$ cat src/hw/rts_pkg.sv
// Package: constants and types for the reset timeout sequencer
`default_nettype none
package rts_pkg;
  // AXI4-Lite register map
  localparam logic [3:0] RTS_ADDR_FLAGS  = 4'h0;
  localparam logic [3:0] RTS_ADDR_CONFIG = 4'h4;
  localparam logic [3:0] RTS_ADDR_STATUS = 4'h8;
  localparam logic [3:0] RTS_ADDR_RETAIN = 4'hc;
  localparam logic [1:0] RTS_RESP_OKAY   = 2'h0;
  localparam logic [1:0] RTS_RESP_SLVERR = 2'h2;
  // Config field positions
  localparam int RTS_CFG_OSC_LO   = 0;
  localparam int RTS_CFG_PUT_DISN = 3;
  localparam int RTS_CFG_SD_EN    = 6;
  localparam int RTS_CFG_SD_LVL   = 7;
  localparam logic [7:0] RTS_CFG_RESET = 8'hc8;
  // Oscillator mode encodings
  localparam logic [1:0] RTS_OSC_LP = 2'h0;
  localparam logic [1:0] RTS_OSC_XT = 2'h1;
  localparam logic [1:0] RTS_OSC_HS = 2'h2;
  localparam logic [1:0] RTS_OSC_RC = 2'h3;
  // Timing
  localparam int RTS_CLK_HZ        = 10_000_000;
  localparam int RTS_RC_DIV        = 10;
  localparam int RTS_PUT_MS        = 72;
  localparam int RTS_PUT_TICKS_DEF =
    RTS_PUT_MS * (RTS_CLK_HZ / RTS_RC_DIV / 1000);
  localparam int RTS_OST_CYCLES    = 1024;
  localparam int RTS_PIN_FILT      = 4;
  localparam int RTS_SD_MIN_DEF    = 1000;
  localparam int RTS_POR_DELAY     = 16;
  typedef enum logic [2:0] {
    RTS_CAUSE_NONE, RTS_CAUSE_POR, RTS_CAUSE_PIN_RUN, RTS_CAUSE_PIN_SLEEP,
    RTS_CAUSE_WDT_RESET, RTS_CAUSE_WDT_WAKE, RTS_CAUSE_SUPPLY_DROP,
    RTS_CAUSE_INT_WAKE
  } rts_cause_t;
  typedef enum logic [2:0] {
    RTS_ST_POR_DLY, RTS_ST_WAIT_SUPPLY, RTS_ST_PUT, RTS_ST_OST, RTS_ST_RUN
  } rts_state_t;
  typedef struct packed {
    logic low_supply;
    logic below_4v0;
    logic below_2v5;
  } rts_supply_t;
  typedef struct packed {
    logic wdt_timeout;
    logic wake_wdt;
    logic wake_int;
    logic asleep;
  } rts_core_ev_t;
endpackage
`default_nettype wire

$ cat src/hw/rts_pin_filter.sv
// Module: glitch filter for the external reset pin
`default_nettype none
module rts_pin_filter
  import rts_pkg::*;
(
  // Clock and reset
  input  wire logic aclk,
  input  wire logic aresetn,
  // Pin level in, filtered level out
  input  wire logic pin_n,
  output var  logic level_n
);
  typedef struct packed {
    logic [3:0] cnt;
    logic       lvl;
  } rts_filt_t;
  rts_filt_t st;
  rts_filt_t next_st;
  localparam logic [3:0] FILT_MAX = 4'(RTS_PIN_FILT);

  always_comb
  begin
    next_st = st;
    // Level must stay changed for several cycles to be taken
    if (pin_n == st.lvl)
    begin
      next_st.cnt = 4'h0;
    end
    else if (st.cnt == FILT_MAX - 4'h1)
    begin
      next_st.lvl = pin_n;
      next_st.cnt = 4'h0;
    end
    else
    begin
      next_st.cnt = st.cnt + 4'h1;
    end
  end

  always_ff @(posedge aclk)
  begin
    if (!aresetn)
    begin
      st <= '{cnt: 4'h0, lvl: 1'b1};
    end
    else
    begin
      st <= next_st;
    end
  end

  assign level_n = st.lvl;
endmodule
`default_nettype wire

$ cat src/hw/rts_sequencer.sv
// Module: reset timeout sequencer with AXI4-Lite flag and config access
//
// The implementer's own choices: register access over AXI4-Lite and the placing of the registers.
`default_nettype none
module rts_sequencer
  import rts_pkg::*;
#(
  parameter int PUT_TICKS = RTS_PUT_TICKS_DEF,
  parameter int SD_MIN    = RTS_SD_MIN_DEF
)
(
  // Clock and power-on pulse
  input  wire logic         aclk,
  input  wire logic         aresetn,
  // Supply monitors and pins
  input  wire rts_supply_t  supply,
  input  wire logic         external_reset_pin_n,
  input  wire logic         osc_input_pin,
  // Core events
  input  wire rts_core_ev_t core_ev,
  // Reset outputs
  output logic              core_reset,
  output logic              regs_reset,
  output rts_cause_t        last_cause,
  // AXI4-Lite slave
  input  wire logic [3:0]   s_axi_awaddr,
  input  wire logic         s_axi_awvalid,
  output logic              s_axi_awready,
  input  wire logic [31:0]  s_axi_wdata,
  input  wire logic [3:0]   s_axi_wstrb,
  input  wire logic         s_axi_wvalid,
  output logic              s_axi_wready,
  output logic [1:0]        s_axi_bresp,
  output logic              s_axi_bvalid,
  input  wire logic         s_axi_bready,
  input  wire logic [3:0]   s_axi_araddr,
  input  wire logic         s_axi_arvalid,
  output logic              s_axi_arready,
  output logic [31:0]       s_axi_rdata,
  output logic [1:0]        s_axi_rresp,
  output logic              s_axi_rvalid,
  input  wire logic         s_axi_rready
);
  localparam logic [23:0] PUT_END  = 24'(PUT_TICKS);
  localparam logic [15:0] SD_END   = 16'(SD_MIN);
  localparam logic [10:0] OST_END  = 11'(RTS_OST_CYCLES);
  localparam logic [4:0]  POR_END  = 5'(RTS_POR_DELAY);
  localparam logic [3:0]  DIV_END  = 4'(RTS_RC_DIV - 1);

  typedef struct packed {
    rts_state_t  state;
    logic [4:0]  por_cnt;
    logic [3:0]  rc_div;
    logic [23:0] put_cnt;
    logic [10:0] ost_cnt;
    logic        osc_q;
    logic [15:0] sd_cnt;
    logic        pin_prev;
    logic        was_por;
    logic [7:0]  cfg;
    logic [1:0]  flags;
    logic        timeout_flag;
    logic        powerdown_flag;
    logic [31:0] retain;
    rts_cause_t  cause;
    logic        core_reset;
    logic        regs_reset;
    logic        aw_got;
    logic        w_got;
    logic [3:0]  awaddr;
    logic [31:0] wdata;
    logic [3:0]  wstrb;
    logic        awready;
    logic        wready;
    logic        bvalid;
    logic [1:0]  bresp;
    logic        arready;
    logic        rvalid;
    logic [31:0] rdata;
    logic [1:0]  rresp;
  } rts_regs_t;

  rts_regs_t st;
  rts_regs_t next_st;
  logic      pin_level_n;

  rts_pin_filter u_filter (
    .aclk    (aclk),
    .aresetn (aresetn),
    .pin_n   (external_reset_pin_n),
    .level_n (pin_level_n)
  );

  logic sd_en;
  logic below;
  logic crystal;
  logic put_en;
  logic rc_tick;
  logic osc_rise;
  logic sd_trip;
  logic pin_fall;
  logic wr_go;
  logic [31:0] rd_val;
  logic rd_ok;

  always_comb
  begin
    next_st  = st;
    sd_en    = st.cfg[RTS_CFG_SD_EN];
    below    = st.cfg[RTS_CFG_SD_LVL] ? supply.below_4v0
                                      : supply.below_2v5;
    crystal  = st.cfg[RTS_CFG_OSC_LO +: 2] != RTS_OSC_RC;
    put_en   = !st.cfg[RTS_CFG_PUT_DISN];
    rc_tick  = st.rc_div == DIV_END;
    osc_rise = osc_input_pin && !st.osc_q;
    sd_trip  = 1'b0;
    pin_fall = !pin_level_n && st.pin_prev;
    wr_go    = 1'b0;
    rd_val   = 32'h0;
    rd_ok    = 1'b1;
    next_st.osc_q    = osc_input_pin;
    next_st.pin_prev = pin_level_n;
    next_st.regs_reset = 1'b0;
    // Internal RC clock as one-cycle enable
    next_st.rc_div = rc_tick ? 4'h0 : st.rc_div + 4'h1;

    // Supply-drop qualification
    if (sd_en && below && st.state != RTS_ST_POR_DLY)
    begin
      if (st.sd_cnt == SD_END)
      begin
        sd_trip = 1'b1;
      end
      else
      begin
        next_st.sd_cnt = st.sd_cnt + 16'h1;
      end
    end
    else
    begin
      next_st.sd_cnt = 16'h0;
    end

    case (st.state)
      RTS_ST_POR_DLY:
      begin
        next_st.core_reset = 1'b1;
        if (st.por_cnt == POR_END)
        begin
          next_st.state = RTS_ST_WAIT_SUPPLY;
        end
        else
        begin
          next_st.por_cnt = st.por_cnt + 5'h1;
        end
      end
      RTS_ST_WAIT_SUPPLY:
      begin
        next_st.core_reset = 1'b1;
        next_st.put_cnt    = 24'h0;
        next_st.ost_cnt    = 11'h0;
        if (!(sd_en && below) && !supply.low_supply)
        begin
          if (put_en && (st.was_por || st.cause == RTS_CAUSE_SUPPLY_DROP))
          begin
            next_st.state = RTS_ST_PUT;
          end
          else if (crystal && st.was_por)
          begin
            next_st.state = RTS_ST_OST;
          end
          else
          begin
            next_st.state = RTS_ST_RUN;
          end
        end
      end
      RTS_ST_PUT:
      begin
        next_st.core_reset = 1'b1;
        if (sd_trip)
        begin
          next_st.state = RTS_ST_WAIT_SUPPLY;
        end
        else if (st.put_cnt == PUT_END)
        begin
          next_st.state = crystal ? RTS_ST_OST : RTS_ST_RUN;
        end
        else if (rc_tick)
        begin
          next_st.put_cnt = st.put_cnt + 24'h1;
        end
      end
      RTS_ST_OST:
      begin
        next_st.core_reset = 1'b1;
        if (st.ost_cnt == OST_END)
        begin
          next_st.state   = RTS_ST_RUN;
          next_st.was_por = 1'b0;
        end
        else if (osc_rise)
        begin
          next_st.ost_cnt = st.ost_cnt + 11'h1;
        end
      end
      RTS_ST_RUN:
      begin
        // Filtered pin holds reset but not the time-outs
        next_st.core_reset = !pin_level_n;
        next_st.was_por    = 1'b0;
      end
      default:
      begin
        next_st.state = RTS_ST_WAIT_SUPPLY;
      end
    endcase

    // Cause detection, highest priority last
    if (st.state == RTS_ST_RUN || st.state == RTS_ST_OST)
    begin
      if (core_ev.wake_int && core_ev.asleep)
      begin
        next_st.cause          = RTS_CAUSE_INT_WAKE;
        next_st.timeout_flag   = 1'b1;
        next_st.powerdown_flag = 1'b0;
      end
      if (core_ev.wake_wdt && core_ev.asleep)
      begin
        // Resumes: no register reset, crystal restarts
        next_st.cause          = RTS_CAUSE_WDT_WAKE;
        next_st.timeout_flag   = 1'b0;
        next_st.powerdown_flag = 1'b0;
        if (crystal)
        begin
          next_st.state   = RTS_ST_OST;
          next_st.ost_cnt = 11'h0;
        end
      end
      if (core_ev.wdt_timeout && !core_ev.asleep)
      begin
        // Internal only; nothing drives the pin
        next_st.cause          = RTS_CAUSE_WDT_RESET;
        next_st.timeout_flag   = 1'b0;
        next_st.powerdown_flag = 1'b1;
        next_st.regs_reset     = 1'b1;
        next_st.core_reset     = 1'b1;
      end
      if (pin_fall)
      begin
        next_st.regs_reset = 1'b1;
        if (core_ev.asleep)
        begin
          next_st.cause          = RTS_CAUSE_PIN_SLEEP;
          next_st.timeout_flag   = 1'b1;
          next_st.powerdown_flag = 1'b0;
        end
        else
        begin
          next_st.cause = RTS_CAUSE_PIN_RUN;
        end
      end
    end
    if (sd_trip)
    begin
      next_st.cause          = RTS_CAUSE_SUPPLY_DROP;
      next_st.state          = RTS_ST_WAIT_SUPPLY;
      next_st.core_reset     = 1'b1;
      next_st.regs_reset     = 1'b1;
      next_st.timeout_flag   = 1'b1;
      next_st.powerdown_flag = 1'b1;
    end

    // AXI4-Lite write
    if (s_axi_awvalid && st.awready)
    begin
      next_st.aw_got  = 1'b1;
      next_st.awaddr  = s_axi_awaddr;
      next_st.awready = 1'b0;
    end
    if (s_axi_wvalid && st.wready)
    begin
      next_st.w_got  = 1'b1;
      next_st.wdata  = s_axi_wdata;
      next_st.wstrb  = s_axi_wstrb;
      next_st.wready = 1'b0;
    end
    if (st.aw_got && st.w_got && !st.bvalid)
    begin
      wr_go          = 1'b1;
      next_st.aw_got = 1'b0;
      next_st.w_got  = 1'b0;
      next_st.bvalid = 1'b1;
      next_st.bresp  = RTS_RESP_OKAY;
      case (st.awaddr)
        RTS_ADDR_FLAGS:
        begin
          if (st.wstrb[0])
          begin
            next_st.flags = st.wdata[1:0];
          end
        end
        RTS_ADDR_CONFIG:
        begin
          if (st.wstrb[0])
          begin
            next_st.cfg = st.wdata[7:0];
          end
        end
        RTS_ADDR_RETAIN:
        begin
          for (int b = 0; b < 4; b++)
          begin
            if (st.wstrb[b])
            begin
              next_st.retain[8*b +: 8] = st.wdata[8*b +: 8];
            end
          end
        end
        RTS_ADDR_STATUS:
        begin
          next_st.bresp = RTS_RESP_OKAY;
        end
        default:
        begin
          next_st.bresp = RTS_RESP_SLVERR;
        end
      endcase
    end
    if (st.bvalid && s_axi_bready)
    begin
      next_st.bvalid  = 1'b0;
      next_st.awready = 1'b1;
      next_st.wready  = 1'b1;
    end
    // Hardware flag events win over a software write
    if (sd_trip)
    begin
      next_st.flags[0] = 1'b0;
    end

    // AXI4-Lite read
    case (s_axi_araddr)
      RTS_ADDR_FLAGS:  rd_val = {30'h0, st.flags};
      RTS_ADDR_CONFIG: rd_val = {24'h0, st.cfg};
      RTS_ADDR_STATUS: rd_val = {24'h0, st.timeout_flag,
                                 st.powerdown_flag, st.core_reset,
                                 st.cause, st.state[1:0]};
      RTS_ADDR_RETAIN: rd_val = st.retain;
      default:         rd_ok  = 1'b0;
    endcase
    if (s_axi_arvalid && st.arready)
    begin
      next_st.arready = 1'b0;
      next_st.rvalid  = 1'b1;
      next_st.rdata   = rd_val;
      next_st.rresp   = rd_ok ? RTS_RESP_OKAY : RTS_RESP_SLVERR;
    end
    if (st.rvalid && s_axi_rready)
    begin
      next_st.rvalid  = 1'b0;
      next_st.arready = 1'b1;
    end
    if (wr_go)
    begin
      next_st.awready = 1'b0;
    end
  end

  always_ff @(posedge aclk)
  begin
    if (!aresetn)
    begin
      // Power-on reset: retain is left alone, flag bit 0 set and bit 1 cleared
      st.state          <= RTS_ST_POR_DLY;
      st.por_cnt        <= 5'h0;
      st.rc_div         <= 4'h0;
      st.put_cnt        <= 24'h0;
      st.ost_cnt        <= 11'h0;
      st.osc_q          <= 1'b0;
      st.sd_cnt         <= 16'h0;
      st.pin_prev       <= 1'b1;
      st.was_por        <= 1'b1;
      st.cfg            <= RTS_CFG_RESET;
      st.flags[1]       <= 1'b0;
      st.flags[0]       <= 1'b1;
      st.timeout_flag   <= 1'b1;
      st.powerdown_flag <= 1'b1;
      st.cause          <= RTS_CAUSE_POR;
      st.core_reset     <= 1'b1;
      st.regs_reset     <= 1'b1;
      st.aw_got         <= 1'b0;
      st.w_got          <= 1'b0;
      st.awaddr         <= 4'h0;
      st.wdata          <= 32'h0;
      st.wstrb          <= 4'h0;
      st.awready        <= 1'b1;
      st.wready         <= 1'b1;
      st.bvalid         <= 1'b0;
      st.bresp          <= RTS_RESP_OKAY;
      st.arready        <= 1'b1;
      st.rvalid         <= 1'b0;
      st.rdata          <= 32'h0;
      st.rresp          <= RTS_RESP_OKAY;
      st.retain         <= next_st.retain;
    end
    else
    begin
      st <= next_st;
    end
  end

  assign core_reset    = st.core_reset;
  assign regs_reset    = st.regs_reset;
  assign last_cause    = st.cause;
  assign s_axi_awready = st.awready;
  assign s_axi_wready  = st.wready;
  assign s_axi_bvalid  = st.bvalid;
  assign s_axi_bresp   = st.bresp;
  assign s_axi_arready = st.arready;
  assign s_axi_rvalid  = st.rvalid;
  assign s_axi_rdata   = st.rdata;
  assign s_axi_rresp   = st.rresp;
endmodule
`default_nettype wire

$ cat config.mk
export PLATFORM = sky130hd
export DESIGN_NAME = rts_sequencer
export DESIGN_NICKNAME = d
export VERILOG_FILES = /design/src/hw/rts_pkg.sv /design/src/hw/rts_pin_filter.sv /design/src/hw/rts_sequencer.sv
export SDC_FILE = /design/constraint.sdc
export NUM_CORES = 1
export LEC_CHECK = 0
export ABC_AREA = 1
export BUFFER_PORTS_ARGS = -buffer_cell sky130_fd_sc_hd__buf_2
export CAP_MARGIN = 20
export CORE_ASPECT_RATIO = 0.7
export CORE_MARGIN = 8
export CORE_UTILIZATION = 58
export DETAILED_ROUTE_END_ITERATION = 16
export PLACE_DENSITY_LB_ADDON = 0.1
export RECOVER_POWER = 25
export SYNTH_ARGS = -nofsm -noshare
export SYNTH_HDL_FRONTEND = slang
export SYNTH_SLANG_ARGS = --single-unit
$ cat constraint.sdc
create_clock -name aclk -period 2 [get_ports aclk]
set_input_delay 0.4 -clock aclk [delete_from_list [all_inputs] [get_ports aclk]]
set_output_delay 0.4 -clock aclk [all_outputs]
set_load 0.02 [all_outputs]
==> impl_metrics.env, run 1 <==
export IMPL_status="complete, no violations"
export IMPL_netlist_area_mm2=0.00920
export IMPL_tightest_slew_ns=0.818
export IMPL_synthArstFlopShare_pct=0
export IMPL_cts_root_buf="clkbuf_16"
export IMPL_yosys_warnings=0
export IMPL_synth_area_per_cell_um2=7.58
export IMPL_power_per_cell_area_mw_per_mm2=823
export IMPL_worst_hold_path_type="input pin to flip-flop"
export IMPL_globalplace_congestion=0.919
export IMPL_cp_end_kind="flip-flop"
export IMPL_core_area_mm2=0.0155
export IMPL_synthXorXnorAreaFrac_pct=1.52
export IMPL_clk_pin_slew_worst_paths_ns=0.06
export IMPL_worstSetupPathType="flip-flop to flip-flop"
export IMPL_drv_slew=0
export IMPL_dr_pass1_iters=5
export IMPL_dpl_hpwl_mm=15.5
export IMPL_synthMuxAreaShare_pct=0
export IMPL_portBuffers=103
export IMPL_htreeDepth=1
export IMPL_grt_use_total_pct=21.6
export IMPL_viasPerCell=5.35
export IMPL_ir_drop_uv=629
export IMPL_worstPathMaxFanout=23
export IMPL_p_sw_share_pct=23.7
export IMPL_final_area_mm2=0.0104
export IMPL_p_sw_w=0.00202
export IMPL_finalCriticalPeriod_ns=1.83
export IMPL_routedWlPerCell_um=14.7
export IMPL_globalRoute_totalOverflow=0
export IMPL_pwr_share_comb_pct=7.0
export IMPL_synth_compound_area_share_pct=13.6
export IMPL_cp_start_kind="flip-flop"
export IMPL_fin_setup_tns_ns=0
export IMPL_clock_skew_ns=0.0113
export IMPL_rows=38
export IMPL_area_growth_pct=12.5
export IMPL_required_ns=2.42
export IMPL_dieWidth_um=167
export IMPL_synthAdderAreaFrac_pct=1.50
export IMPL_yosys_area_share_simple_pct=26.7
export IMPL_ys_types=45
export IMPL_p_leak_nw=4.15
export IMPL_cts_tree="done"
export IMPL_grt_pass1_wl_mm=36.6
export IMPL_cts_buffer_depth=3
export IMPL_drt_wl_total_mm=22.2
export IMPL_cts_sinks=201
export IMPL_fp_dieArea_mm2=0.0202
export IMPL_layout_common_cells="nand2_1 (253), nor2_1 (199), dfxtp_1 (169)"
export IMPL_setup_viol=0
export IMPL_drt_iter0_drc=709
export IMPL_drive_gt1_share_pct=15.7
export IMPL_ios=106
export IMPL_synth_main_ff_cell="dfxtp_1"
export IMPL_fin_nets=1361
export IMPL_finalHoldViolations=0
export IMPL_final_fill_count=1332
export IMPL_antenna_found_initial=1
export IMPL_ys_seq_area_share_pct=47.2
export IMPL_clk_latency_ns=0.49
export IMPL_die_y_um=121
export IMPL_final_common_cell="nand2_1"
export IMPL_drc_errors=0
export IMPL_syn_instance_count=1215
export IMPL_rsz0062_at_grt="no"
export IMPL_numCtsBuffers=20
export IMPL_ys_ff_latch=201
export IMPL_power_share_sequential_pct=50.9
export IMPL_crit_arrival_ns=2.25
export IMPL_fin_crit_sh_pct=91.3
export IMPL_vias=8045
export IMPL_cap_violations=0
export IMPL_synth_edf_count=32
export IMPL_max_freq_mhz=547
export IMPL_multi_input_area_mm2=0.00400
export IMPL_ctsHoldBuffers=0
export IMPL_synth_top_family_by_area="simple AND/OR/NAND/NOR gates"
export IMPL_grt_max_degree=87
export IMPL_start_util_pct=59.4
export IMPL_seq_area_mm2=0.00434
export IMPL_place_area_mm2=0.00974
export IMPL_relSlewSlack_pct=45.5
export IMPL_grt_pass1_vias=7401
export IMPL_internal_power_w=0.00650
export IMPL_ant_nets=0
export IMPL_clkPwrFrac_pct=42.0
-- power groups by stage --
stage	clock [W]	sequential (W)	combinational (W)
after global placement	0	0.00442	0.000594
after CTS	0.00365	0.00434	0.000607
after detailed placement	0	0.00442	0.000602
after global routing	0.00380	0.00435	0.000674
after floorplan	0	0.00441	0.000425
final	0.00358	0.00434	0.000600
-- Yosys cell counts, types with 2 or more instances --
master / number / area (um^2)
nand2_1: 253 / 950
nor2_1: 200 / 751
dfxtp_1: 169 / 3380
o21ai_0: 98 / 490
inv_1: 95 / 357
a21oi_1: 88 / 440
nand3_1: 67 / 335
buf_4: 39 / 293
edfxtp_1: 32 / 961
clkbuf_1: 27 / 101
nand4_1: 16 / 100
a21oi_2: 13 / 114
nor3_1: 12 / 60.1
xor2_1: 12 / 105
ha_1: 11 / 138
nand2_2: 8 / 50.1
inv_2: 6 / 22.5
o211ai_1: 6 / 45.0
a31oi_1: 5 / 31.3
buf_2: 5 / 25.0
buf_1: 4 / 15.0
nor2_2: 4 / 25.0
o21a_1: 4 / 30.0
o21bai_1: 4 / 30.0
xnor2_1: 4 / 35.0
nand3b_1: 3 / 22.5
o221ai_1: 3 / 26.3
or2_2: 3 / 18.8
a211oi_1: 2 / 15.0
a31o_2: 2 / 17.5
buf_6: 2 / 22.5
nand2_4: 2 / 22.5
nor2_4: 2 / 22.5
nor3_4: 2 / 32.5
nor4_1: 2 / 12.5
-- flip-flops by register name, indices dropped and copies added, names as in the netlist --
name / cells
core_reset: 1
last_cause: 3
regs_reset: 1
s_axi_arready: 1
s_axi_awready: 1
s_axi_bresp: 1
s_axi_bvalid: 1
s_axi_rdata: 32
s_axi_rresp: 1
s_axi_rvalid: 1
s_axi_wready: 1
sd_en: 1
st: 151
u_filter.level_n: 1
u_filter.st: 4
-- per-stage QoR --
step                hold slack, ns  power (W)  std cells  utilization (%)  setup slack (ns)
finish                      0.0991    0.00852       1505             66.8             0.173
floorplan                    0.408    0.00484       1216                -             0.405
detailed placement           0.415    0.00503       1468             62.8             0.191
CTS                         0.0917    0.00859       1504             66.9             0.126
global route                 0.114    0.00882       1504             66.8            0.0114
global placement             0.410    0.00501       1468             62.8             0.194
-- kinds of logic after synthesis --
| kind of cell | Yosys count |
|---|---|
| simple gates | 578 |
| other cells | 1 |
| fa+ha+maj | 11 |
| xor+xnor | 16 |
| flops | 201 |
| compound gates | 227 |
| buf+inv | 181 |
-- critical path, cell delays in order, from the launching register on --
cell and delay [ns]:
dfxtp_1 0.33, inv_1 0.09, ha_1 0.17, nand3_1 0.10
nor2_2 0.26, nand3_4 0.11, nand2_2 0.09, nand2_4 0.15
nand2_8 0.21, nand2_1 0.09, a21oi_2 0.13
-- layer usage --
layer / share of wire [%] / global-route usage, % / vias up
li1: - / - / 4075
met4: 1.8 / 5.10 / 0
met2: 41 / 32.1 / 324
met5: 0 / 0 / -
met1: 49 / 31.6 / 3610
met3: 8.5 / 4.32 / 36
-- path summary, 6_finish.rpt --
path / startpoint / to / slack [ns] / cells after the start
min reg2reg: st[63]$_SDFFE_PN0P_ / st[106]$_DFFE_PP_ / 0.43 / 0
max: st[134]$_SDFFE_PN0P_ / st[178]$_SDFFE_PN0P_ / 0.17 / 10
max reg2reg: st[134]$_SDFFE_PN0P_ / st[178]$_SDFFE_PN0P_ / 0.17 / 10
min: osc_input_pin / st[150]$_SDFF_PN0_ / 0.1 / 3
-- final cells by class --
class / instances / share of cell area, %
Clock buffer: 28 / 5.62
Sequential cell: 201 / 41.9
Clock inverter: 8 / 0.423
Inverter: 102 / 3.70
Tap cell: 200 / 2.42
Multi-Input combinational cell: 834 / 38.6
Timing Repair Buffer: 131 / 7.24
Antenna cell: 1 / 0.0242
-- what timing repair did --
action                                  CTS  global route
endpoints found under the setup margin    0            10
gates resized for setup                   0             1
buffers inserted                          0             0
No activity file was read; power rests on OpenSTA's default activity.
==> inputs of run 2 (changes only) <==
- CORE_UTILIZATION: 58 -> 53
- clock period: 2 -> 1.5 ns (I/O delays scaled with it)
==> impl_metrics.env, run 2 (same netlist as run 1, synthesis figures left out) <==
export IMPL_status="finished with violations"
export IMPL_violations="negative setup slack"
export IMPL_clkPwrFrac_pct=42.3
export IMPL_dpl_hpwl_mm=16.3
export IMPL_worstSetupPathType="flip-flop to flip-flop"
export IMPL_power_total_w=0.0115
export IMPL_drt_iter0_drc=570
export IMPL_whs_ns=0.0304
export IMPL_htreeDepth=1
export IMPL_final_common_cell="nand2_1"
export IMPL_ant_nets=0
export IMPL_cts_buffer_depth=3
export IMPL_die_y_um=126
export IMPL_layout_common_cells="nand2_1 (220), nor2_1 (158), dfxtp_1 (139)"
export IMPL_area_growth_pct=33.7
export IMPL_fin_nets=1499
export IMPL_placed_cells_incl_taps=1601
export IMPL_cts_sinks=201
export IMPL_numCtsBuffers=20
export IMPL_globalplace_congestion=0.921
export IMPL_fp_dieArea_mm2=0.0219
export IMPL_cp_startpoint="st[140]$_SDFFE_PN0P_"
export IMPL_routedWlPerCell_um=14.5
export IMPL_ir_drop_uv=863
export IMPL_grt_util_met2_pct=34.2
export IMPL_stdcell_count=1673
export IMPL_internal_power_w=0.00874
export IMPL_use_met3_pct=3.97
export IMPL_drv_slew=0
export IMPL_power_per_cell_area_mw_per_mm2=934
export IMPL_p_sw_w=0.00275
export IMPL_drt_wl_total_mm=24.2
export IMPL_required_ns=1.94
export IMPL_largest_register_ffs=151
export IMPL_busiest_layer="met2"
export IMPL_drive_gt1_share_pct=34.8
export IMPL_rsz0062_at_grt="yes"
export IMPL_cp_end_kind="flip-flop"
export IMPL_rows=40
export IMPL_grt_use_total_pct=21.0
export IMPL_drc_errors=0
export IMPL_core_area_mm2=0.0171
export IMPL_ios=106
export IMPL_finalCriticalPeriod_ns=1.58
export IMPL_antenna_found_initial=0
export IMPL_portBuffers=103
export IMPL_worstPathMaxFanout=6
export IMPL_cp_top_family="simple AND/OR/NAND/NOR gates"
export IMPL_crit_arrival_ns=2.02
export IMPL_dieWidth_um=174
export IMPL_use_met1_pct=28.2
export IMPL_setup_viol=12
export IMPL_dr_pass1_iters=5
export IMPL_diodes=0
export IMPL_fin_crit_sh_pct=105
export IMPL_grt_pass1_vias=8201
export IMPL_cp_cell_sequence="nand4_1, nor2_4, nand3_4, nand2_4, nand2_8, buf_12, nand2_8, nand2_4, a21oi_2"
export IMPL_timing_rr_start="st[140]$_SDFFE_PN0P_"
export IMPL_fin_ws_ns=-0.0780
export IMPL_slowest_delay_ns=0.36
export IMPL_worstHoldStart="s_axi_rready"
export IMPL_globalRoute_totalOverflow=0
export IMPL_max_freq_mhz=634
export IMPL_grt_max_degree=85
export IMPL_power_share_sequential_pct=50.3
export IMPL_clk_pin_slew_worst_paths_ns=0.06
export IMPL_vias=8536
export IMPL_cts_tree="done"
export IMPL_critPathSlowestCell="dfxtp_2"
export IMPL_cts_root_buf="clkbuf_16"
export IMPL_p_sw_share_pct=23.9
export IMPL_clock_skew_ns=0.00666
export IMPL_worstPathBufferInverterCount=1
export IMPL_cap_violations=0
export IMPL_worst_hold_path_type="input pin to flip-flop"
export IMPL_finalHoldViolations=0
export IMPL_pwr_share_comb_pct=7.4
export IMPL_cp_start_kind="flip-flop"
export IMPL_start_util_pct=53.9
export IMPL_p_leak_nw=5.02
export IMPL_regMostFlops="st"
export IMPL_grt_pass1_wl_mm=39.2
export IMPL_clk_latency_ns=0.51
export IMPL_viasPerCell=5.10
[run 2: cell types whose count changed in the layout (fill, tap and decap cells not counted), moves of 11 or more]
cell and change:
nand2_1 -33, buf_6 +11, nor2_4 +16, nor2_2 +25, inv_2 +12, nor2_1 -41
nand3_1 -18, nand3_2 +15, nand2_2 +25, inv_1 -15, dfxtp_1 -30, buf_4 +109
dfxtp_2 +27
[run 2: cell type report]
cell class	count	area [um^2]
clock buffers	33	599
clock inverters	3	41.3
fillers	1386	4760
inverters	102	393
multi-input cells	836	4650
flip-flops and latches	201	4390
well taps	231	289
repair buffers	267	1940
[run 2: worst register-to-register path, delay by kind of cell (launching register included)]
family | cells | cell delay [ns]
AOI/OAI and AO/OA | 1 | 0.12
buffers and inverters | 1 | 0.16
DFF | 1 | 0.36
and+or+nand+nor | 7 | 0.89
[run 2: worst paths after layout]
check	to	slack, ns	cells past startpoint
setup reg to reg	st[164]$_SDFFE_PN0P_	-0.08	9
setup / recovery	st[164]$_SDFFE_PN0P_	-0.08	9
hold / removal	s_axi_arready$_SDFFE_PP1P_	0.03	3
hold reg to reg	st[97]$_DFFE_PP_	0.43	0
[run 2: power by group through the flow]
| stage | clock network (W) | logic, W | registers [W] |
|---|---|---|---|
| after detailed placement | 0 | 0.000830 | 0.00589 |
| after CTS | 0.00495 | 0.000841 | 0.00578 |
| after global routing | 0.00519 | 0.000952 | 0.00580 |
| after floorplan | 0 | 0.000568 | 0.00588 |
| final | 0.00486 | 0.000854 | 0.00578 |
| after global placement | 0 | 0.000811 | 0.00589 |
[run 2: routing by layer]
layer  vias up  routed length (um)
met3        40                1330
met1      3907               11200
met4         0                 500
met5         -                   0
li1       4355                   -
met2       234               11200
[run 2: metrics by stage]
| step | worst slack [ns] | instance area [um^2] | util (%) | setup TNS, ns |
|---|---|---|---|---|
| 6_report | -0.0780 | 12300 | 72.1 | -0.679 |
| 2_1_floorplan | -0.0213 | 9300 | - | -0.546 |
| 3_3_place_gp | -0.0827 | 10700 | 62.5 | -1.54 |
| 4_1_cts | -0.0594 | 11700 | 68.8 | -0.774 |
| 3_5_place_dp | -0.126 | 10700 | 62.5 | -2.60 |
| 5_1_grt | -0.164 | 12300 | 72.1 | -3.33 |
[run 2: repair_timing]
| item | 4_1_cts | 5_1_grt |
|---|---|---|
| pin swaps | 23 | 47 |
| hold buffers | 1 | 0 |
| endpoints found under the hold margin | 1 | 0 |
| buffers inserted | 16 | 15 |
| endpoints found under the setup margin | 37 | 71 |
| gates cloned | 5 | 0 |
| resized for setup | 54 | 157 |
==> inputs of run 3 (changes only) <==
- CORE_UTILIZATION: 53 -> 55
- CTS_BUF_LIST: not set -> sky130_fd_sc_hd__clkbuf_4
- TNS_END_PERCENT: not set -> 10
==> impl_metrics.env, run 3 (same netlist as run 1, synthesis figures left out) <==
export IMPL_status="finished with violations"
export IMPL_violations="negative setup slack"
export IMPL_drive_gt1_share_pct=32.1
export IMPL_grt_pass1_vias=8562
export IMPL_clk_latency_ns=0.65
export IMPL_worstSetupPathType="flip-flop to flip-flop"
export IMPL_r2r_end="st[169]$_SDFFE_PN0P_"
export IMPL_drt_wl_total_mm=25.0
export IMPL_fin_crit_sh_pct=104
export IMPL_ios=106
export IMPL_rsz0062_at_grt="yes"
export IMPL_clock_skew_ns=0.0265
export IMPL_dr_pass1_iters=5
export IMPL_final_fill_count=1235
export IMPL_fin_setup_tns_ns=-1.16
export IMPL_cts_root_buf="clkbuf_4"
export IMPL_required_ns=2.01
export IMPL_regMostFlops="st"
export IMPL_fp_dieArea_mm2=0.0212
export IMPL_dieWidth_um=171
export IMPL_finalCriticalPeriod_ns=1.56
export IMPL_viasPerCell=5.11
export IMPL_p_leak_nw=5.07
export IMPL_cp_end_kind="flip-flop"
export IMPL_worstHoldStart="core_ev[0]"
export IMPL_globalRoute_totalOverflow=0
export IMPL_portBuffers=103
export IMPL_die_y_um=124
export IMPL_drc_errors=0
export IMPL_routedWlPerCell_um=14.4
export IMPL_fin_nets=1548
export IMPL_cap_violations=0
export IMPL_min_path_cells=3
export IMPL_seq_area_mm2=0.00440
export IMPL_place_area_mm2=0.0106
export IMPL_worstPathMaxFanout=7
export IMPL_grt_max_degree=65
export IMPL_r2r_slack_ns=-0.06
export IMPL_finalHoldViolations=0
export IMPL_crit_arrival_ns=2.08
export IMPL_fin_ws_ns=-0.0625
export IMPL_rows=39
export IMPL_setup_viol=30
export IMPL_drv_slew=0
export IMPL_final_common_cell="nand2_1"
export IMPL_hold_path_endpoint="st[121]$_SDFFE_PP1N_"
export IMPL_cts_tree="done"
export IMPL_grt_use_total_pct=22.9
export IMPL_timing_rr_start="st[162]$_SDFFE_PN0P_"
export IMPL_cp_start_kind="flip-flop"
export IMPL_cts_sinks=201
export IMPL_ant_nets=0
export IMPL_multi_input_area_mm2=0.00438
export IMPL_placed_cells_incl_taps=1594
export IMPL_area_growth_pct=33.7
export IMPL_power_per_cell_area_mw_per_mm2=934
export IMPL_antenna_found_initial=3
export IMPL_cts_buffer_depth=3
export IMPL_r2r_cells=10
export IMPL_core_area_mm2=0.0163
export IMPL_pre_cts_slack_ns=-0.176
export IMPL_dpl_hpwl_mm=16.5
export IMPL_final_area_mm2=0.0123
export IMPL_globalplace_congestion=0.897
export IMPL_worst_hold_path_type="input pin to flip-flop"
export IMPL_fin_util_pct=75.3
export IMPL_largest_register_ffs=151
export IMPL_max_freq_mhz=640
export IMPL_numCtsBuffers=48
export IMPL_htreeDepth=2
export IMPL_ir_drop_uv=890
export IMPL_clk_pin_slew_worst_paths_ns=0.08
export IMPL_stdcell_count=1741
export IMPL_vias=8889
export IMPL_start_util_pct=56.3
export IMPL_grt_pass1_wl_mm=40.5
export IMPL_drt_iter0_drc=617
export IMPL_layout_common_cells="nand2_1 (237), nor2_1 (168), buf_4 (151)"
-- run 3: area by class of cell --
type / count / area share (%)
Tap cell: 225 / 2.29
Clock inverter: 10 / 0.590
Clock buffer: 76 / 4.64
Antenna cell: 3 / 0.0610
Inverter: 102 / 3.13
Multi-Input combinational cell: 835 / 35.6
Sequential cell: 201 / 35.8
Timing Repair Buffer: 289 / 17.9
-- run 3: metal layers --
metal / part of all wire [%] / GRT usage, % / routed length [um]
met5: 0 / 0 / 0
met3: 7.1 / 6.36 / 1780
met2: 45 / 36.2 / 11300
met1: 45 / 29.1 / 11200
met4: 2.9 / 8.74 / 726
-- run 3: what timing repair did --
action                                 CTS  global route
pin swaps                               10            15
endpoints found under the hold margin   52             0
hold buffers                            47             0
setup endpoints to repair               57            83
gates resized for setup                 73           109
setup buffers                            3             8
gates cloned                             1             0
-- run 3: worst max path at each step --
stage	startpoint	end	cells after the start
3_3_place_gp	st[163]$_SDFFE_PN0P_	st[169]$_SDFFE_PN0P_	9
5_1_grt	st[162]$_SDFFE_PN0P_	st[196]$_SDFF_PP0_	12
3_5_place_dp	st[163]$_SDFFE_PN0P_	st[169]$_SDFFE_PN0P_	9
4_1_cts	st[162]$_SDFFE_PN0P_	st[169]$_SDFFE_PN0P_	10
6_report	st[162]$_SDFFE_PN0P_	st[169]$_SDFFE_PN0P_	10
2_1_floorplan	s_axi_arready$_SDFFE_PP1P_	s_axi_rdata[13]$_SDFFE_PN0P_	5
-- run 3: critical path, stage by stage, from the launching register on --
cell	delay, ns
dfxtp_4	0.38
inv_4	0.07
ha_4	0.12
nand3_2	0.05
nor2_2	0.11
nand3_2	0.10
nand2_1	0.12
nand2_4	0.14
buf_4	0.18
nand3_1	0.07
a21oi_1	0.07
-- run 3: power breakdown --
| group | internal, W | switching [W] | leakage (nW) |
|---|---|---|---|
| logic | 0.000430 | 0.000571 | 3.00 |
| registers | 0.00567 | 0.000113 | 1.69 |
| clock network | 0.00247 | 0.00224 | 0.379 |
-- run 3: stage by stage --
step | total power (W) | hold slack (ns)
floorplan | 0.00645 | 0.393
global placement | 0.00672 | 0.411
detailed placement | 0.00674 | 0.416
CTS | 0.0115 | 0.000536
global route | 0.0120 | 0.00690
finish | 0.0115 | 0.0405
